`src/common/gauge_status_pkg.sv`:
```
`default_nettype none
package gauge_status_pkg;
  // word and field widths
  localparam int WORD_W = 16;
  localparam int ACC_W = 15;
  localparam int POS_W = 12;
  localparam int VEL_W = 8;
  localparam int CNT_W = 5;
  localparam int CAL_CNT_W = 12;
  localparam logic [CNT_W-1:0] FRAME_BITS = 5'h10;
  // command address field and codes
  localparam int CMD_ADDR_HI = 15;
  localparam int CMD_ADDR_LO = 13;
  localparam logic [2:0] CMD_CONFIG = 3'h1;
  localparam logic [2:0] CMD_ZERO_CONFIG = 3'h2;
  // config_and_status_select_cmd fields
  localparam int GAUGE_ENABLE_BIT = 0;
  localparam int CLOCK_CAL_ENABLE_BIT = 3;
  localparam int CLOCK_TARGET_SELECT_BIT = 4;
  localparam int SEL_HI = 11;
  localparam int SEL_LO = 8;
  localparam logic [3:0] SEL_RESET = 4'h0;
  // zero return configuration fields
  localparam int STEP_TIME_HI = 3;
  localparam int STEP_TIME_LO = 0;
  localparam int BLANKING_BIT = 4;
  localparam logic [3:0] STEP_TIME_RESET = 4'h0;
  // status word bit positions
  localparam int RUN_BIT = 15;
  localparam int GAUGE_ON_BIT = 15;
  localparam int DIR_BIT = 14;
  localparam int TARGET_DIR_BIT = 13;
  localparam int OFF_TARGET_BIT = 12;
  localparam int SIGN_BIT = 14;
  // timing
  localparam int MCLK_PERIOD_NS = 20;
  localparam int CAL_PULSE_NS = 8000;
  localparam int CAL_PULSE_CYCLES = (CAL_PULSE_NS + MCLK_PERIOD_NS - 1) / MCLK_PERIOD_NS;
  // pin synchroniser: {reset pin, si, sclk, cs_n}; cs idles high
  localparam logic [3:0] SYNC_RESET = 4'h1;

  typedef enum logic [3:0] {
    KIND_DEVICE = 4'b0001,
    KIND_ACC = 4'b0010,
    KIND_POS = 4'b0100,
    KIND_VEL = 4'b1000
  } status_kind_type;

  typedef enum logic [2:0] {
    CAL_IDLE = 3'b001,
    CAL_ARMED = 3'b010,
    CAL_MEASURE = 3'b100
  } cal_state_type;

  // select bits 11:8 to status kind
  function automatic status_kind_type kind_of(input logic [3:0] sel);
    status_kind_type k;
    k = KIND_DEVICE;
    if (sel[3:2] == 2'b10) begin
      k = KIND_ACC;
    end else if (sel == 4'hC) begin
      k = KIND_POS;
    end else if (sel[3:1] == 3'h7) begin
      k = KIND_VEL;
    end
    return k;
  endfunction : kind_of
endpackage : gauge_status_pkg
`default_nettype wire

```
`src/common/status_link_if.sv`:
```
`timescale 1ns/1ps
`default_nettype none
interface status_link_if;
  logic load;
  logic [15:0] load_word;
  logic sclk_rise;
  logic sclk_fall;
  logic cs_active;
  logic si_bit;
  logic so_bit;
  logic [15:0] rx_word;
  logic [4:0] rx_count;

  modport core (
    output load, load_word, sclk_rise, sclk_fall, cs_active, si_bit,
    input so_bit, rx_word, rx_count
  );
  modport shifter (
    input load, load_word, sclk_rise, sclk_fall, cs_active, si_bit,
    output so_bit, rx_word, rx_count
  );
endinterface : status_link_if
`default_nettype wire

```
`src/hw/status_shifter.sv`:
```
`timescale 1ns/1ps
`default_nettype none
module status_shifter
  import gauge_status_pkg::*;
(
  // clock and reset
  input wire logic mclk_i,
  input wire logic rst_n_i,
  // link to the core
  status_link_if.shifter lnk
);
  logic [WORD_W-1:0] tx_r;
  logic [WORD_W-1:0] rx_r;
  logic [CNT_W-1:0] cnt_r;

  // transmit side: only the load ever writes new content
  always_ff @(posedge mclk_i or negedge rst_n_i) begin
    if (!rst_n_i) begin
      tx_r <= '0;
    end else if (lnk.load) begin
      tx_r <= lnk.load_word;
    end else if (lnk.sclk_fall && lnk.cs_active) begin
      tx_r <= {tx_r[WORD_W-2:0], 1'b0};
    end
  end

  // receive side; counter saturates so long frames stay invalid
  always_ff @(posedge mclk_i or negedge rst_n_i) begin
    if (!rst_n_i) begin
      rx_r <= '0;
      cnt_r <= '0;
    end else if (lnk.load) begin
      cnt_r <= '0;
    end else if (lnk.sclk_rise && lnk.cs_active) begin
      rx_r <= {rx_r[WORD_W-2:0], lnk.si_bit};
      if (cnt_r != '1) begin
        cnt_r <= cnt_r + 5'h01;
      end
    end
  end

  assign lnk.so_bit = tx_r[WORD_W-1];
  assign lnk.rx_word = rx_r;
  assign lnk.rx_count = cnt_r;

  AST_SO_FIRST_BIT: assert property (@(posedge mclk_i) disable iff (!rst_n_i)
    lnk.load |=> lnk.so_bit == $past(lnk.load_word[WORD_W-1]))
    else $error("first output bit is not the loaded word msb");
  AST_SHIFT_IN_NO_EFFECT: assert property (@(posedge mclk_i) disable iff (!rst_n_i)
    (lnk.sclk_rise && !lnk.sclk_fall && !lnk.load) |=> $stable(tx_r))
    else $error("shifted-in data altered the status word");
endmodule : status_shifter
`default_nettype wire

```
`src/hw/gauge_status_readout.sv`:
```
//
// Contract
// accumulator word carries 15-bit integral value
// integral cleared by reset and pin rise
// integral held after run until next
// two's complement, bit 14 sign detects stop
// select 1100 gives position word
// select 111x gives velocity word
// position bit 15 shows gauge enabled
// position bit 14 shows away-from-zero
// position bit 13 shows away-from-target
// position bit 12 shows not at target
// position bits 11:0 sampled at CS fall
// velocity low byte is step index
// velocity upper byte carries no meaning
// step index counts untruncated ramp
// status bits never altered by input data
// host sets bit 0 to enable gauge
// host bit 3 starts calibration, bit 4 target
// one 8 us CS pulse calibrates clock
// host sets step time and blanking bit
// selected status kept until changed or reset
// select 10xx gives accumulator, bit 15 run
// word loaded at CS fall, shifted out
`timescale 1ns/1ps
`default_nettype none
module gauge_status_readout
  import gauge_status_pkg::*;
(
  // clock and power-on reset
  input wire logic mclk_i,
  input wire logic rst_n_i,
  // serial pins
  input wire logic cs_n_i,
  input wire logic sclk_i,
  input wire logic si_i,
  output logic so_o,
  output logic so_oe_n_o,
  // external reset pin, active low
  input wire logic rst_pin_n_i,
  // pointer state from the motion logic
  input wire logic gauge_moving_away_i,
  input wire logic direction_vs_target_flag_i,
  input wire logic off_target_i,
  input wire logic [11:0] pointer_location_i,
  input wire logic [7:0] ramp_step_raw_i,
  input wire logic [1:0] ramp_shortening_select_i,
  input wire logic [15:0] device_status_word_i,
  // return to zero run and back-emf samples
  input wire logic return_to_zero_active_i,
  input wire logic bemf_valid_i,
  input wire logic [14:0] bemf_sample_i,
  // configuration outputs
  output logic gauge_on_flag_o,
  output logic clock_cal_enable_o,
  output logic clock_target_select_o,
  output logic [3:0] zero_return_step_time_o,
  output logic zero_return_blanking_o,
  output logic [3:0] status_select_o,
  // calibration and zero detect results
  output logic [11:0] cal_count_o,
  output logic cal_done_o,
  output logic zero_stop_o
);
  // reset release and pin synchronisers
  logic [1:0] rst_sync_r;
  logic rst_n;
  logic [3:0] sync_a_r;
  logic [3:0] sync_b_r;
  logic [3:0] prev_r;
  logic cs_n_s;
  logic pin_s;
  logic cs_fall;
  logic cs_rise;
  logic pin_rise;
  logic dev_clr;
  // command and configuration state
  logic [3:0] sel_r;
  logic gauge_on_r;
  logic cal_en_r;
  logic target_sel_r;
  logic [3:0] step_time_r;
  logic blanking_r;
  logic frame_ok;
  logic [2:0] cmd_code;
  logic take_config;
  logic take_zero_config;
  // accumulator
  logic [ACC_W-1:0] zero_return_integral_r;
  logic run_prev_r;
  logic run_start;
  logic zero_stop_r;
  // calibration
  cal_state_type cal_state_r;
  cal_state_type cal_state_nxt;
  logic [CAL_CNT_W-1:0] cal_cnt_r;
  logic [CAL_CNT_W-1:0] cal_count_r;
  logic cal_done_r;
  // status words
  logic [7:0] ramp_step_index;
  logic [7:0] shorten_offset;
  logic [WORD_W-1:0] acc_word;
  logic [WORD_W-1:0] pos_word;
  logic [WORD_W-1:0] vel_word;
  logic [WORD_W-1:0] sel_word;
  status_kind_type kind;

  status_link_if lnk ();

  // hold the core in reset two edges past the release of rst_n_i
  always_ff @(posedge mclk_i or negedge rst_n_i) begin
    if (!rst_n_i) begin
      rst_sync_r <= 2'h0;
    end else begin
      rst_sync_r <= {rst_sync_r[0], 1'b1};
    end
  end
  assign rst_n = rst_sync_r[1];

  // two sync flops and an edge flop per pin; the first stage is never looked at
  genvar gi;
  generate
    for (gi = 0; gi < 4; gi++) begin : g_sync
      always_ff @(posedge mclk_i or negedge rst_n) begin
        if (!rst_n) begin
          sync_a_r[gi] <= SYNC_RESET[gi];
          sync_b_r[gi] <= SYNC_RESET[gi];
          prev_r[gi] <= SYNC_RESET[gi];
        end else begin
          sync_a_r[gi] <= (gi == 0) ? cs_n_i : (gi == 1) ? sclk_i :
                          (gi == 2) ? si_i : rst_pin_n_i;
          sync_b_r[gi] <= sync_a_r[gi];
          prev_r[gi] <= sync_b_r[gi];
        end
      end
    end
  endgenerate

  // edge pulses from the synchronised pins
  assign cs_n_s = sync_b_r[0];
  assign pin_s = sync_b_r[3];
  assign cs_fall = prev_r[0] && !cs_n_s;
  assign cs_rise = !prev_r[0] && cs_n_s;
  assign pin_rise = !prev_r[3] && pin_s;
  assign dev_clr = !pin_s;

  // drive the shifter; sclk edges only count while cs is low
  assign lnk.load = cs_fall;
  assign lnk.load_word = sel_word;
  assign lnk.sclk_rise = !prev_r[1] && sync_b_r[1];
  assign lnk.sclk_fall = prev_r[1] && !sync_b_r[1];
  assign lnk.cs_active = !cs_n_s;
  assign lnk.si_bit = sync_b_r[2];

  status_shifter u_shifter (
    .mclk_i(mclk_i),
    .rst_n_i(rst_n),
    .lnk(lnk)
  );

  // a frame counts only with exactly sixteen clocks inside cs
  assign frame_ok = cs_rise && (lnk.rx_count == FRAME_BITS);
  assign cmd_code = lnk.rx_word[CMD_ADDR_HI:CMD_ADDR_LO];
  assign take_config = frame_ok && (cmd_code == CMD_CONFIG);
  assign take_zero_config = frame_ok && (cmd_code == CMD_ZERO_CONFIG);

  // configuration and status select command
  always_ff @(posedge mclk_i or negedge rst_n) begin
    if (!rst_n) begin
      sel_r <= SEL_RESET;
      gauge_on_r <= 1'b0;
      cal_en_r <= 1'b0;
      target_sel_r <= 1'b0;
    end else if (dev_clr) begin
      sel_r <= SEL_RESET;
      gauge_on_r <= 1'b0;
      cal_en_r <= 1'b0;
      target_sel_r <= 1'b0;
    end else if (take_config) begin
      sel_r <= lnk.rx_word[SEL_HI:SEL_LO];
      gauge_on_r <= lnk.rx_word[GAUGE_ENABLE_BIT];
      cal_en_r <= lnk.rx_word[CLOCK_CAL_ENABLE_BIT];
      target_sel_r <= lnk.rx_word[CLOCK_TARGET_SELECT_BIT];
    end
  end

  // zero return configuration command
  always_ff @(posedge mclk_i or negedge rst_n) begin
    if (!rst_n) begin
      step_time_r <= STEP_TIME_RESET;
      blanking_r <= 1'b0;
    end else if (dev_clr) begin
      step_time_r <= STEP_TIME_RESET;
      blanking_r <= 1'b0;
    end else if (take_zero_config) begin
      step_time_r <= lnk.rx_word[STEP_TIME_HI:STEP_TIME_LO];
      blanking_r <= lnk.rx_word[BLANKING_BIT];
    end
  end

  // integrate back-emf during a run; a new run starts from zero
  assign run_start = return_to_zero_active_i && !run_prev_r;
  always_ff @(posedge mclk_i or negedge rst_n) begin
    if (!rst_n) begin
      zero_return_integral_r <= '0;
      run_prev_r <= 1'b0;
    end else begin
      run_prev_r <= return_to_zero_active_i;
      if (dev_clr || pin_rise) begin
        zero_return_integral_r <= '0;
      end else if (run_start) begin
        zero_return_integral_r <= '0;
      end else if (return_to_zero_active_i && bemf_valid_i) begin
        // wraps in two's complement like the converter's own adder
        zero_return_integral_r <= zero_return_integral_r + bemf_sample_i;
      end
      // outside a run the last result stays put until the reset pin clears it
    end
  end

  // a negative integral during a run marks the zero stop
  always_ff @(posedge mclk_i or negedge rst_n) begin
    if (!rst_n) begin
      zero_stop_r <= 1'b0;
    end else begin
      zero_stop_r <= return_to_zero_active_i && zero_return_integral_r[SIGN_BIT];
    end
  end

  // calibration state: armed by the command, measures the next cs pulse
  always_comb begin
    cal_state_nxt = cal_state_r;
    unique case (cal_state_r)
      CAL_IDLE: begin
        if (take_config && lnk.rx_word[CLOCK_CAL_ENABLE_BIT]) begin
          cal_state_nxt = CAL_ARMED;
        end
      end
      CAL_ARMED: begin
        if (cs_fall) begin
          cal_state_nxt = CAL_MEASURE;
        end
      end
      CAL_MEASURE: begin
        if (cs_rise) begin
          cal_state_nxt = CAL_IDLE;
        end
      end
      default: begin
        cal_state_nxt = CAL_IDLE;
      end
    endcase
  end

  always_ff @(posedge mclk_i or negedge rst_n) begin
    if (!rst_n) begin
      cal_state_r <= CAL_IDLE;
    end else if (dev_clr) begin
      cal_state_r <= CAL_IDLE;
    end else begin
      cal_state_r <= cal_state_nxt;
    end
  end

  // pulse width in mclk cycles; saturates so a stuck cs cannot wrap
  always_ff @(posedge mclk_i or negedge rst_n) begin
    if (!rst_n) begin
      cal_cnt_r <= '0;
      cal_count_r <= CAL_CNT_W'(CAL_PULSE_CYCLES);
      cal_done_r <= 1'b0;
    end else begin
      cal_done_r <= 1'b0;
      if (cal_state_r == CAL_ARMED) begin
        cal_cnt_r <= '0;
      end else if (cal_state_r == CAL_MEASURE) begin
        if (cs_rise) begin
          cal_count_r <= cal_cnt_r;
          cal_done_r <= 1'b1;
        end else if (cal_cnt_r != '1) begin
          cal_cnt_r <= cal_cnt_r + 12'h001;
        end
      end
    end
  end

  // a shortened ramp starts further in, so add the skipped steps back
  assign shorten_offset = (ramp_shortening_select_i == 2'h0) ? 8'h00 :
                          {6'h00, ramp_shortening_select_i} + 8'h01;
  assign ramp_step_index = ramp_step_raw_i + shorten_offset;

  // the three words built here, sampled by the shifter at cs fall
  assign acc_word = {return_to_zero_active_i, zero_return_integral_r};
  assign pos_word = {gauge_on_r, gauge_moving_away_i, direction_vs_target_flag_i,
                     off_target_i, pointer_location_i};
  // upper byte carries no meaning, so it is held at zero rather than left floating
  assign vel_word = {8'h00, ramp_step_index};

  // choose the word by the stored select bits
  assign kind = kind_of(sel_r);
  always_comb begin
    sel_word = device_status_word_i;
    unique case (kind)
      KIND_ACC: sel_word = acc_word;
      KIND_POS: sel_word = pos_word;
      KIND_VEL: sel_word = vel_word;
      KIND_DEVICE: sel_word = device_status_word_i;
    endcase
  end

  // outputs
  assign so_o = lnk.so_bit;
  assign so_oe_n_o = cs_n_s;
  assign gauge_on_flag_o = gauge_on_r;
  assign clock_cal_enable_o = cal_en_r;
  assign clock_target_select_o = target_sel_r;
  assign zero_return_step_time_o = step_time_r;
  assign zero_return_blanking_o = blanking_r;
  assign status_select_o = sel_r;
  assign cal_count_o = cal_count_r;
  assign cal_done_o = cal_done_r;
  assign zero_stop_o = zero_stop_r;

  AST_ACC_CLEARED: assert property (@(posedge mclk_i) disable iff (!rst_n)
    pin_rise |=> zero_return_integral_r == '0)
    else $error("integral not cleared after reset pin rise");
  AST_ACC_HELD: assert property (@(posedge mclk_i) disable iff (!rst_n)
    (!return_to_zero_active_i && pin_s && !pin_rise) |=> $stable(zero_return_integral_r))
    else $error("integral changed outside a run");
  AST_ACC_WORD: assert property (@(posedge mclk_i) disable iff (!rst_n)
    (cs_fall && sel_r[3:2] == 2'b10) |-> lnk.load_word[14:0] == zero_return_integral_r
      && lnk.load_word[RUN_BIT] == return_to_zero_active_i)
    else $error("accumulator word wrong");
  AST_ZERO_STOP: assert property (@(posedge mclk_i) disable iff (!rst_n)
    (return_to_zero_active_i && zero_return_integral_r[SIGN_BIT]) |=> zero_stop_o)
    else $error("negative integral did not flag zero stop");
  AST_POS_WORD: assert property (@(posedge mclk_i) disable iff (!rst_n)
    (cs_fall && sel_r == 4'hC) |-> lnk.load_word == {gauge_on_flag_o, gauge_moving_away_i,
      direction_vs_target_flag_i, off_target_i, pointer_location_i})
    else $error("position word wrong");
  AST_VEL_WORD: assert property (@(posedge mclk_i) disable iff (!rst_n)
    (cs_fall && sel_r[3:1] == 3'h7) |-> lnk.load_word[15:8] == 8'h00
      && lnk.load_word[7:0] == ramp_step_raw_i + shorten_offset)
    else $error("velocity word wrong");
  AST_SEL_KEPT: assert property (@(posedge mclk_i) disable iff (!rst_n)
    (!take_config && pin_s) |=> $stable(sel_r))
    else $error("status select changed without a command");
  AST_CAL_RESULT: assert property (@(posedge mclk_i) disable iff (!rst_n)
    (cal_state_r == CAL_MEASURE && cs_rise) |=> cal_done_o && cal_count_o == $past(cal_cnt_r))
    else $error("calibration count not captured at pulse end");
endmodule : gauge_status_readout
`default_nettype wire

```
`config.mk`:
```
export PLATFORM = sky130hd
export DESIGN_NAME = gauge_status_readout
export DESIGN_NICKNAME = d
export VERILOG_FILES = /design/src/common/gauge_status_pkg.sv /design/src/common/status_link_if.sv /design/src/hw/status_shifter.sv /design/src/hw/gauge_status_readout.sv
export SDC_FILE = /design/constraint.sdc
export NUM_CORES = 1
export LEC_CHECK = 0
export BUFFER_PORTS_ARGS = -buffer_cell sky130_fd_sc_hd__buf_2
export CAP_MARGIN = 10
export CORE_AREA = 4 4 111 113
export DETAILED_ROUTE_END_ITERATION = 10
export DIE_AREA = 0 0 115 117
export PLACE_DENSITY = 0.74
export SKIP_CTS_REPAIR_TIMING = 1
export SYNTH_ARGS = -nofsm -noshare
export SYNTH_HDL_FRONTEND = slang
export SYNTH_HIERARCHICAL = 1
export SYNTH_SLANG_ARGS = --single-unit
```
`constraint.sdc`:
```
create_clock -name mclk_i -period 3.36 [get_ports mclk_i]
set_input_delay 0.672 -clock mclk_i [delete_from_list [all_inputs] [get_ports mclk_i]]
set_output_delay 0.672 -clock mclk_i [all_outputs]
set_load 0.03 [all_outputs]
```
==> flow_metrics.py, run 1 <==
metrics = {
    "run_status": {
        "status": "finished clean",
    },
    "worst_setup_path": {
        "cp.arrival_ns": 2.89,
        "startpoint": "bemf_sample_i[0]",
        "worstSetupStartpointType": "input pin",
        "cp_cell_sequence": "buf_2, ha_1, fa_1, a211oi_2, nor4_1, or4_1, a21o_1, and2_4, o211ai_2",
        "reg2reg_slack_ns": 0.75,
        "critical_path_class": "in2reg",
        "worst_ep_required_time_ns": 3.63,
        "slowest_delay_ns": 0.51,
        "critPathMaxFanout": 3,
        "cp.buffers_inverters": 1,
        "crit_slowest_cell": "or4_1",
        "worstSetupEndpointType": "flop",
        "crit_family": "simple AND/OR/NAND/NOR gates",
        "timing.rr.start": "zero_return_integral_r[0]",
    },
    "finish": {
        "layout-drive-gt1-share_pct": 25.1,
        "area_growth_syn_to_layout_pct": 15.8,
        "num-fill-cells": 1002,
        "diodes": 0,
        "finalNetCount": 720,
    },
    "run": {
        "max-cap-violations": 0,
    },
    "power_and_ir_drop": {
        "ir_worst_vdd_uv": 346,
        "p_switching_uw": 674,
        "share_comb_of_total_power_pct": 9.8,
        "internal-power_mw": 2.04,
        "p_leak_nw": 3.30,
        "clkPwrFrac_pct": 36.8,
        "powerDensity_nw_per_um2": 420,
        "sequentialPowerShare_pct": 53.4,
        "swShare_pct": 24.9,
    },
    "floorplan": {
        "start_util_pct": 49.2,
        "die_w_um": 115,
        "placementRows": 39,
        "ios": 92,
        "die_area_um2": 13500,
        "fp.dieH_um": 117,
        "core_um2": 11300,
    },
    "yosys": {
        "syn_area_um2": 5570,
        "synth_seq_cells": 107,
        "synth_warnings": 6,
        "netlist_instances": 542,
        "async_flop_share_pct": 100,
        "avgSynthCellArea_um2": 10.3,
        "synth_top_flop_cell": "dfrtp_1",
        "ys_seq_area_share_pct": 48.2,
        "synth_edf_count": 0,
        "synth_cell_types": 60,
        "syn-num-nets": 630,
    },
    "clocking": {
        "cts_buffers": 9,
        "cts_root_buf": "clkbuf_16",
        "cts_tree": "built",
        "insertion_delay_ns": 0.34,
        "cts_sinks": 107,
        "clockBufferDepth": 2,
        "clk_pin_slew_ns": 0.07,
        "htreeDepth": 3,
    },
    "detailed_routing": {
        "viasPerCell": 5.48,
        "wl_per_cell_um": 16.0,
        "route.final.wire_length_um": 12500,
        "first_pass_iters": 4,
        "vias": 4271,
        "drc": 0,
        "ant_nets": 0,
        "drtIter0Drc": 217,
    },
    "place": {
        "hpwl_um": 9300,
        "gp_congestion": 0.877,
        "port_buffers": 91,
    },
    "grt": {
        "grt_pass1_vias": 4417,
        "grt_use_total_pct": 19.4,
        "antenna_found_initial": 0,
        "gr-total-overflow": 0,
        "grt_max_degree": 67,
        "grt_pass1_wl_um": 20900,
    },
    "timing": {
        "max_slew_margin_pct": 21.6,
        "final-max-slew-violation-count": 0,
        "fmax_mhz": 381,
        "worstMarginPinSlew_ns": 1.18,
        "period_share_pct": 78.2,
        "fin_skew_ns": 0.00783,
        "final-hold-violation-count": 0,
        "setup_violations": 0,
        "timing.hold.ws_ns": 0.100,
        "setup-tns-final_ns": 0,
        "period_minus_slack_ns": 2.63,
        "rsz0062_at_grt": "no",
    },
    "min_path": {
        "min_path_type": "in2async",
    },
}
-- sequential cells by signal, summed over array words and instances (netlist names), 2 cells and up --
signal                   count
u_shifter/lnk.rx_word       16
u_shifter/tx_r              16
zero_return_integral_r      15
cal_cnt_r                   12
cal_count_o                 12
u_shifter/lnk.rx_count       5
status_select_o              4
sync_a_r                     4
zero_return_step_time_o      4
cal_state_r                  3
prev_r                       3
rst_sync_r                   2
-- power by group through the flow --
stage / sequential, mW / clock [mW] / combinational, mW
final: 1.45 / 0.998 / 0.267
after global routing: 1.46 / 1.08 / 0.303
after CTS: 1.45 / 1.02 / 0.269
after detailed placement: 1.47 / 0 / 0.267
after global placement: 1.47 / 0 / 0.258
after floorplan: 1.46 / 0 / 0.174
-- layout by cell type (no fill, tap or decap), types with 9 or more instances in the layout --
master | synthesis | layout
xnor2_1 | 12 | 12
nor2b_1 | 12 | 11
a21boi_0 | 9 | 9
o21ai_0 | 38 | 38
nand2_1 | 67 | 67
nor2_1 | 42 | 42
xor2_1 | 14 | 14
nand3_1 | 11 | 11
ha_1 | 22 | 22
buf_2 | 0 | 91
mux2i_1 | 24 | 24
nor3_1 | 9 | 9
a21oi_1 | 29 | 29
clkbuf_16 | 0 | 9
a22oi_1 | 11 | 11
mux2_2 | 28 | 28
inv_1 | 11 | 11
dfrtp_1 | 100 | 99
-- per-stage QoR --
step	power (mW)	cell area [µm²]	std cells	util (%)	worst slack [ns]
3_3_place_gp	1.72	6170	764	54.5	0.499
4_1_cts	2.74	6450	780	57.0	0.740
3_5_place_dp	1.74	6170	764	54.5	0.372
6_report	2.71	6450	780	57.0	0.733
5_1_grt	2.85	6450	780	57.0	0.662
2_1_floorplan	1.63	5570	542	-	0.171
-- per-layer routing --
metal | routed length, µm | GRT usage (%)
met5 | 0 | 0
met4 | 357 | 6.89
met3 | 585 | 3.03
met2 | 6030 | 32.9
met1 | 5500 | 25.5
-- Yosys cell counts, types with 5 or more instances --
library cell | instances | area, µm²
mux2_2 | 28 | 315
dfstp_2 | 7 | 184
nand3_1 | 11 | 55.1
nor3_1 | 9 | 45.0
a21o_1 | 6 | 45.0
nor2_1 | 42 | 158
xor2_1 | 14 | 123
o21ai_0 | 38 | 190
dfrtp_1 | 100 | 2500
a21oi_1 | 29 | 145
clkbuf_1 | 14 | 52.6
inv_1 | 11 | 41.3
a21boi_0 | 9 | 67.6
a221oi_1 | 5 | 43.8
and3_1 | 6 | 37.5
nand2_1 | 67 | 251
ha_1 | 22 | 275
xnor2_1 | 12 | 105
nor2b_1 | 12 | 75.1
mux2i_1 | 24 | 240
a22oi_1 | 11 | 82.6
-- kinds of logic after synthesis --
kind of cell	after synthesis	share of synthesized area (%)
xor+xnor	26	4.09
fa+ha+maj	24	5.66
flops	107	48.2
buf+inv	30	2.47
simple gates	178	15.4
mux	52	9.97
compound gates	124	14.1
other cells	1	0.0673
-- area by class of cell --
type	count	area [µm²]	share of cell area (%)
flip-flops and latches	107	2690	41.7
clock buffers	12	246	3.82
multi-input cells	405	2750	42.6
inverters	11	41.3	0.640
clock inverters	4	35.0	0.543
well taps	143	179	2.77
repair buffers	98	508	7.88
-- worst paths after layout --
path,to,cells after the start
min in group mclk_i,pin_s,0
hold / removal,rst_sync_r[1],1
hold reg to reg,pin_s,0
setup reg to reg,zero_return_integral_r[14],8
setup / recovery,zero_return_integral_r[14],9
max in group asynchronous,cal_count_o[7],1
Note: power is estimated with default switching activity, not from simulation.
==> inputs of run 2 (changes only) <==
--- a/config.mk
+++ b/config.mk
@@ -5,12 +5,13 @@
 export SDC_FILE = /design/constraint.sdc
 export NUM_CORES = 1
 export LEC_CHECK = 0
+export ABC_AREA = 1
 export BUFFER_PORTS_ARGS = -buffer_cell sky130_fd_sc_hd__buf_2
 export CAP_MARGIN = 10
-export CORE_AREA = 4 4 111 113
+export CORE_AREA = 4 4 115 117
 export DETAILED_ROUTE_END_ITERATION = 10
-export DIE_AREA = 0 0 115 117
-export PLACE_DENSITY = 0.74
+export DIE_AREA = 0 0 119 121
+export PLACE_DENSITY = 0.7
 export SKIP_CTS_REPAIR_TIMING = 1
 export SYNTH_ARGS = -nofsm -noshare
 export SYNTH_HDL_FRONTEND = slang
==> constraint.sdc (replaced) <==
create_clock -name mclk_i -period 2.5 [get_ports mclk_i]
set_input_delay 0.5 -clock mclk_i [delete_from_list [all_inputs] [get_ports mclk_i]]
set_output_delay 0.5 -clock mclk_i [all_outputs]
set_load 0.03 [all_outputs]
==> run 2 against run 1 <==
Against the previous run: via count is 24% higher; routed wire length up 11%; non-clock buffer count increased by 2; utilization shrank 0.94 points; critical path depth fell by 5; register-to-register slack worse by 0.19 ns; global-route usage increased by 0.74 points; worst setup slack got worse by 0.17 ns; clock skew shrank 0.0025 ns; die area grew 7.0%; sequential share of layout area is 2.9 points lower; critical endpoint is now u_shifter/lnk.rx_word[6].
==> flow_metrics.py, run 2 <==
metrics = {
    "grt": {
        "gr-total-overflow": 0,
        "grt_use_total_pct": 20.2,
        "grt_pass1_wl_um": 23600,
        "antenna_found_initial": 1,
        "grt_max_degree": 58,
        "grt_pass1_vias": 5128,
    },
    "worst_setup_path": {
        "timing.rr.start": "so_oe_n_o",
        "worst_ep_required_time_ns": 2.75,
        "r2r_cells": 4,
        "reg2reg_slack_ns": 0.56,
        "critPathMaxFanout": 32,
        "r2r-end": "u_shifter/lnk.rx_word[6]",
        "critical_path_class": "reg2reg",
        "cp.arrival_ns": 2.19,
        "worstSetupStartpointType": "flop",
        "critPathCapture": "u_shifter/lnk.rx_word[6]",
        "startpoint": "so_oe_n_o",
        "worstSetupEndpointType": "flop",
    },
    "detailed_routing": {
        "vias": 5314,
        "ant_nets": 0,
        "drtIter0Drc": 369,
        "drc": 0,
        "viasPerCell": 5.07,
        "first_pass_iters": 4,
        "wl_per_cell_um": 13.2,
        "route.final.wire_length_um": 13800,
    },
    "floorplan": {
        "fp.dieH_um": 121,
        "die_w_um": 119,
        "core_um2": 12400,
        "start_util_pct": 48.4,
        "placementRows": 41,
        "ios": 92,
        "die_area_um2": 14400,
    },
    "timing": {
        "worstMarginPinSlew_ns": 0.953,
        "rsz0062_at_grt": "no",
        "max_slew_margin_pct": 36.2,
        "final-max-slew-violation-count": 0,
        "fmax_mhz": 517,
        "fin_skew_ns": 0.00530,
        "setup_violations": 0,
        "setup-tns-final_ns": 0,
        "period_share_pct": 77.4,
        "final-hold-violation-count": 0,
        "period_minus_slack_ns": 1.94,
    },
    "yosys": {
        "synth_cell_types": 41,
        "yosys.area_share.simple_pct": 32.5,
        "synthMuxAreaShare_pct": 0,
        "synth_seq_cells": 107,
        "async_flop_share_pct": 100,
        "syn_area_um2": 5980,
        "synth_edf_count": 0,
        "synth_warnings": 6,
        "synth_most_common_cell": "nand2_1",
        "synth_xor_xnor_area_share_pct": 0.732,
        "synthAdderAreaFrac_pct": 5.27,
        "synth_top_cell_by_area": "dfrtp_1",
        "netlist.area_leader.share_pct": 41.8,
        "synthTopCellsByCount": "256 x nand2_1, 100 x dfrtp_1, 94 x inv_1, 90 x nand3_1, 42 x nor2_1",
        "netlist_instances": 780,
        "syn-num-nets": 868,
        "synth_compound_area_share_pct": 8.09,
        "synth_top_family_by_area": "simple AND/OR/NAND/NOR gates",
        "ys_seq_area_share_pct": 44.9,
        "synth_top_flop_cell": "dfrtp_1",
        "avgSynthCellArea_um2": 7.67,
        "synth_area_leaders": "dfrtp_1 42%, nand2_1 16%, nand3_1 7.5%",
    },
    "place": {
        "hpwl_um": 10500,
        "gp_congestion": 0.899,
        "port_buffers": 91,
        "place_area_um2": 6590,
    },
    "run_status": {
        "status": "finished clean",
    },
    "clocking": {
        "cts_sinks": 107,
        "cts_root_buf": "clkbuf_16",
        "clockBufferDepth": 2,
        "cts_tree": "built",
        "htreeDepth": 3,
        "clk_pin_slew_ns": 0.07,
        "insertion_delay_ns": 0.35,
        "cts_buffers": 9,
    },
    "finish": {
        "finalNetCount": 958,
        "num-fill-cells": 1246,
        "area_growth_syn_to_layout_pct": 15.8,
        "mostFrequentLayoutCell": "nand2_1",
        "final_cell_mix": "256 x nand2_1, 99 x dfrtp_1, 94 x inv_1, 91 x buf_2, 90 x nand3_1",
        "layout-drive-gt1-share_pct": 17.6,
        "final_area_um2": 6930,
    },
    "power_and_ir_drop": {
        "powerDensity_nw_per_um2": 607,
        "ir_worst_vdd_uv": 332,
        "p_leak_nw": 3.68,
    },
    "run": {
        "max-cap-violations": 0,
    },
    "min_path": {
        "min_path_type": "reg2async",
    },
}
run 2: cell count changes after synthesis, sizes merged, moves of 9 or more:
cell    change
nand4      +21
a22oi      -11
nor2b      -12
clkbuf     -14
mux2       -28
nand3      +82
a21boi      -9
xor2       -10
o21ai      +10
inv        +87
nand2     +195
mux2i      -24
buf        +16
xnor2      -11
run 2: critical path, cell delays in order, from the launching register on:
cell and delay, ns:
dfstp_2 0.60, nor2_1 0.09, inv_2 0.28, nand3_2 0.51, o21ai_0 0.35
run 2: cell type report:
cell class	count	area, µm²	area share [%]
clock buffer	13	280	4.05
antenna	1	2.50	0.0361
inverter	98	368	5.31
timing repair buffer	100	538	7.77
sequential	107	2690	38.8
multi-input combinational	554	2790	40.3
clock inverter	3	43.8	0.632
tap	172	215	3.11
run 2: power by group:
| part | switching, mW | internal, mW | total [mW] |
|---|---|---|---|
| clock | 0.622 | 0.886 | 1.51 |
| combinational | 0.437 | 0.229 | 0.666 |
| sequential | 0.124 | 1.91 | 2.03 |
run 2: how the worst min path moves through the flow:
stage	end	slack [ns]	cells past startpoint
3_3_place_gp	cal_count_o[11]	0.22	0
3_5_place_dp	cal_cnt_r[11]	0.22	0
4_1_cts	rst_sync_r[1]	-0.09	1
5_1_grt	sync_a_r[0]	0.23	1
6_report	cal_count_o[11]	0.21	0
2_1_floorplan	rst_sync_r[0]	0.20	0
run 2: per-stage QoR:
stage	power (mW)	util (%)	setup slack, ns	std cells	hold slack [ns]
final	4.20	56.0	0.564	1048	0.214
after global routing	4.44	56.0	0.386	1048	0.229
after CTS	4.24	55.9	0.575	1046	-0.0912
after detailed placement	2.73	53.3	0.263	1030	0.218
after global placement	2.71	53.3	0.301	1030	0.224
after floorplan	2.51	-	0.499	780	0.204
run 2: layer usage:
| metal | vias up | track usage, % | part of all wire, % | wire, µm |
|---|---|---|---|---|
| li1 | 2692 | - | - | - |
| met1 | 2494 | 25.2 | 45 | 6240 |
| met2 | 103 | 34.4 | 49 | 6700 |
| met3 | 25 | 4.66 | 3.6 | 504 |
| met4 | 0 | 7.17 | 2.7 | 369 |
| met5 | - | 0 | 0 | 0 |
run 2: logic make-up (layout without fill, tap and decap cells):
| family | after synthesis | after routing |
|---|---|---|
| XOR/XNOR | 5 | 5 |
| flip-flops | 107 | 107 |
| adder cells (fa/ha/maj) | 24 | 24 |
| AND/OR/NAND/NOR | 440 | 440 |
| buffers and inverters | 119 | 214 |
| other | 1 | 2 |
| AO/OA/AOI/OAI | 84 | 84 |
==> inputs of run 3 (changes only) <==
--- a/config.mk
+++ b/config.mk
@@ -5,13 +5,13 @@
 export SDC_FILE = /design/constraint.sdc
 export NUM_CORES = 1
 export LEC_CHECK = 0
-export ABC_AREA = 1
+export ABC_AREA = 0
 export BUFFER_PORTS_ARGS = -buffer_cell sky130_fd_sc_hd__buf_2
 export CAP_MARGIN = 10
-export CORE_AREA = 4 4 115 117
+export CORE_AREA = 4 4 111 113
 export DETAILED_ROUTE_END_ITERATION = 10
-export DIE_AREA = 0 0 119 121
-export PLACE_DENSITY = 0.7
+export DIE_AREA = 0 0 115 117
+export PLACE_DENSITY = 0.71
 export SKIP_CTS_REPAIR_TIMING = 1
 export SYNTH_ARGS = -nofsm -noshare
 export SYNTH_HDL_FRONTEND = slang
==> constraint.sdc (replaced) <==
create_clock -name mclk_i -period 2 [get_ports mclk_i]
set_input_delay 0.4 -clock mclk_i [delete_from_list [all_inputs] [get_ports mclk_i]]
set_output_delay 0.4 -clock mclk_i [all_outputs]
set_load 0.03 [all_outputs]
==> run 3 against run 2 <==
Against the previous run: the flow now finishes with violations (setup timing); sequential power grew 19%; via count shrank 15%; count of clock-buffer cells in the layout shrank 1; cell count shrank 21%; sequential share of layout area shrank 0.73 points; clock skew grew 0.0058 ns; worst setup slack lost 1.0 ns; routed wire length shrank 4.9%; clock power grew 25%; register-to-register slack lost 1.0 ns.
==> flow_metrics.py, run 3 (synthesis gave the netlist of run 1 again) <==
metrics = {
    "clocking": {
        "clk_pin_slew_ns": 0.07,
        "htreeDepth": 3,
        "cts_tree": "built",
        "clockBufferDepth": 2,
        "insertion_delay_ns": 0.35,
        "cts_root_buf": "clkbuf_16",
        "cts_buffers": 9,
        "cts_sinks": 107,
    },
    "floorplan": {
        "die_w_um": 115,
        "die_area_um2": 13500,
        "start_util_pct": 49.2,
        "ios": 92,
        "fp.dieH_um": 117,
        "core_um2": 11300,
        "placementRows": 39,
    },
    "detailed_routing": {
        "drtIter0Drc": 224,
        "route.final.wire_length_um": 13100,
        "ant_nets": 0,
        "drc": 0,
        "vias": 4529,
        "viasPerCell": 5.44,
        "wl_per_cell_um": 15.8,
        "first_pass_iters": 4,
    },
    "power_and_ir_drop": {
        "p_leak_nw": 3.61,
        "ir_worst_vdd_uv": 660,
        "powerDensity_nw_per_um2": 686,
    },
    "run_status": {
        "status": "complete, but fails checks",
        "violations": "setup timing",
    },
    "finish": {
        "final_cell_mix": "99 x dfrtp_1, 90 x buf_2, 67 x nand2_1, 58 x buf_4, 42 x nor2_1",
        "area_growth_syn_to_layout_pct": 26.7,
        "final_area_um2": 7060,
        "layout-drive-gt1-share_pct": 34.2,
        "mostFrequentLayoutCell": "dfrtp_1",
        "finalNetCount": 773,
        "diodes": 0,
    },
    "place": {
        "place_area_um2": 6590,
        "gp_congestion": 0.923,
        "hpwl_um": 9730,
        "port_buffers": 91,
    },
    "grt": {
        "grt_max_degree": 57,
        "grt_use_total_pct": 20.1,
        "antenna_found_initial": 0,
        "grt_pass1_wl_um": 21500,
        "grt_pass1_vias": 4588,
        "gr-total-overflow": 0,
    },
    "min_path": {
        "min_path_type": "in2reg",
        "min_path_cells": 1,
    },
    "run": {
        "max-cap-violations": 0,
    },
    "worst_setup_path": {
        "r2r_cells": 8,
        "cp.arrival_ns": 2.73,
        "critPathMaxFanout": 2,
        "worstSetupEndpointType": "flop",
        "worstSetupStartpointType": "flop",
        "worst_ep_required_time_ns": 2.27,
        "critical_path_class": "reg2reg",
    },
    "timing": {
        "worst_slack_ns": -0.464,
        "setup_violations": 5,
        "fin_skew_ns": 0.0111,
        "rsz0062_at_grt": "yes",
        "period_minus_slack_ns": 2.46,
        "period_share_pct": 123,
        "timing.hold.ws_ns": 0.150,
        "final-max-slew-violation-count": 0,
        "fmax_mhz": 406,
        "final-hold-violation-count": 0,
    },
}
==> run 3: routing by layer <==
metal	vias up	global-route usage (%)	share of wire, %	routed length, µm
met1	2194	24.7	42	5490
met2	106	34.7	50	6600
met4	0	6.03	2.3	306
met5	-	0	0	0
met3	23	5.40	5.7	744
li1	2206	-	-	-
==> run 3: path summary, 6_finish.rpt <==
path                                      startpoint                          to  slack (ns)
max                        zero_return_integral_r[0]  zero_return_integral_r[14]       -0.46
max reg2reg                zero_return_integral_r[0]  zero_return_integral_r[14]       -0.46
min reg2reg                            rst_sync_r[1]    u_shifter/lnk.rx_word[0]        0.20
max in group asynchronous              rst_sync_r[1]   u_shifter/lnk.rx_word[14]        1.11
min in group asynchronous              rst_sync_r[1]    u_shifter/lnk.rx_word[0]        0.20
min                                           cs_n_i                 sync_a_r[0]        0.15
==> run 3: metrics by stage <==
stage / instances / total power [mW] / worst slack [ns] / utilization [%] / setup TNS [ns]
final: 833 / 4.84 / -0.464 / 62.4 / -0.983
after global routing: 833 / 5.08 / -0.539 / 62.4 / -1.67
after CTS: 828 / 4.89 / -0.426 / 61.0 / -1.23
after detailed placement: 812 / 2.98 / -0.520 / 58.2 / -3.65
after global placement: 812 / 2.95 / -0.455 / 58.2 / -2.99
after floorplan: 542 / 2.75 / -0.302 / - / -0.374
==> run 3: power breakdown <==
part	switching, mW	internal (mW)	total (mW)
combinational	0.274	0.280	0.554
sequential	0.105	2.31	2.41
clock	0.772	1.11	1.88
==> run 3: critical path: stages, from the launching register on <==
cell	delay, ns
dfrtp_1	0.41
ha_4	0.18
fa_2	0.41
a211oi_4	0.28
nor4_2	0.09
or4_4	0.52
a21o_1	0.18
and2_4	0.15
o211ai_2	0.15
==> run 3: cell type report <==
cell class                 count  area [µm²]
clock inverter                 4        77.6
fill                         932        4260
sequential                   107        2690
clock buffer                  12         236
inverter                      11        48.8
multi-input combinational    405        2900
timing repair buffer         151         927
tap                          143         179
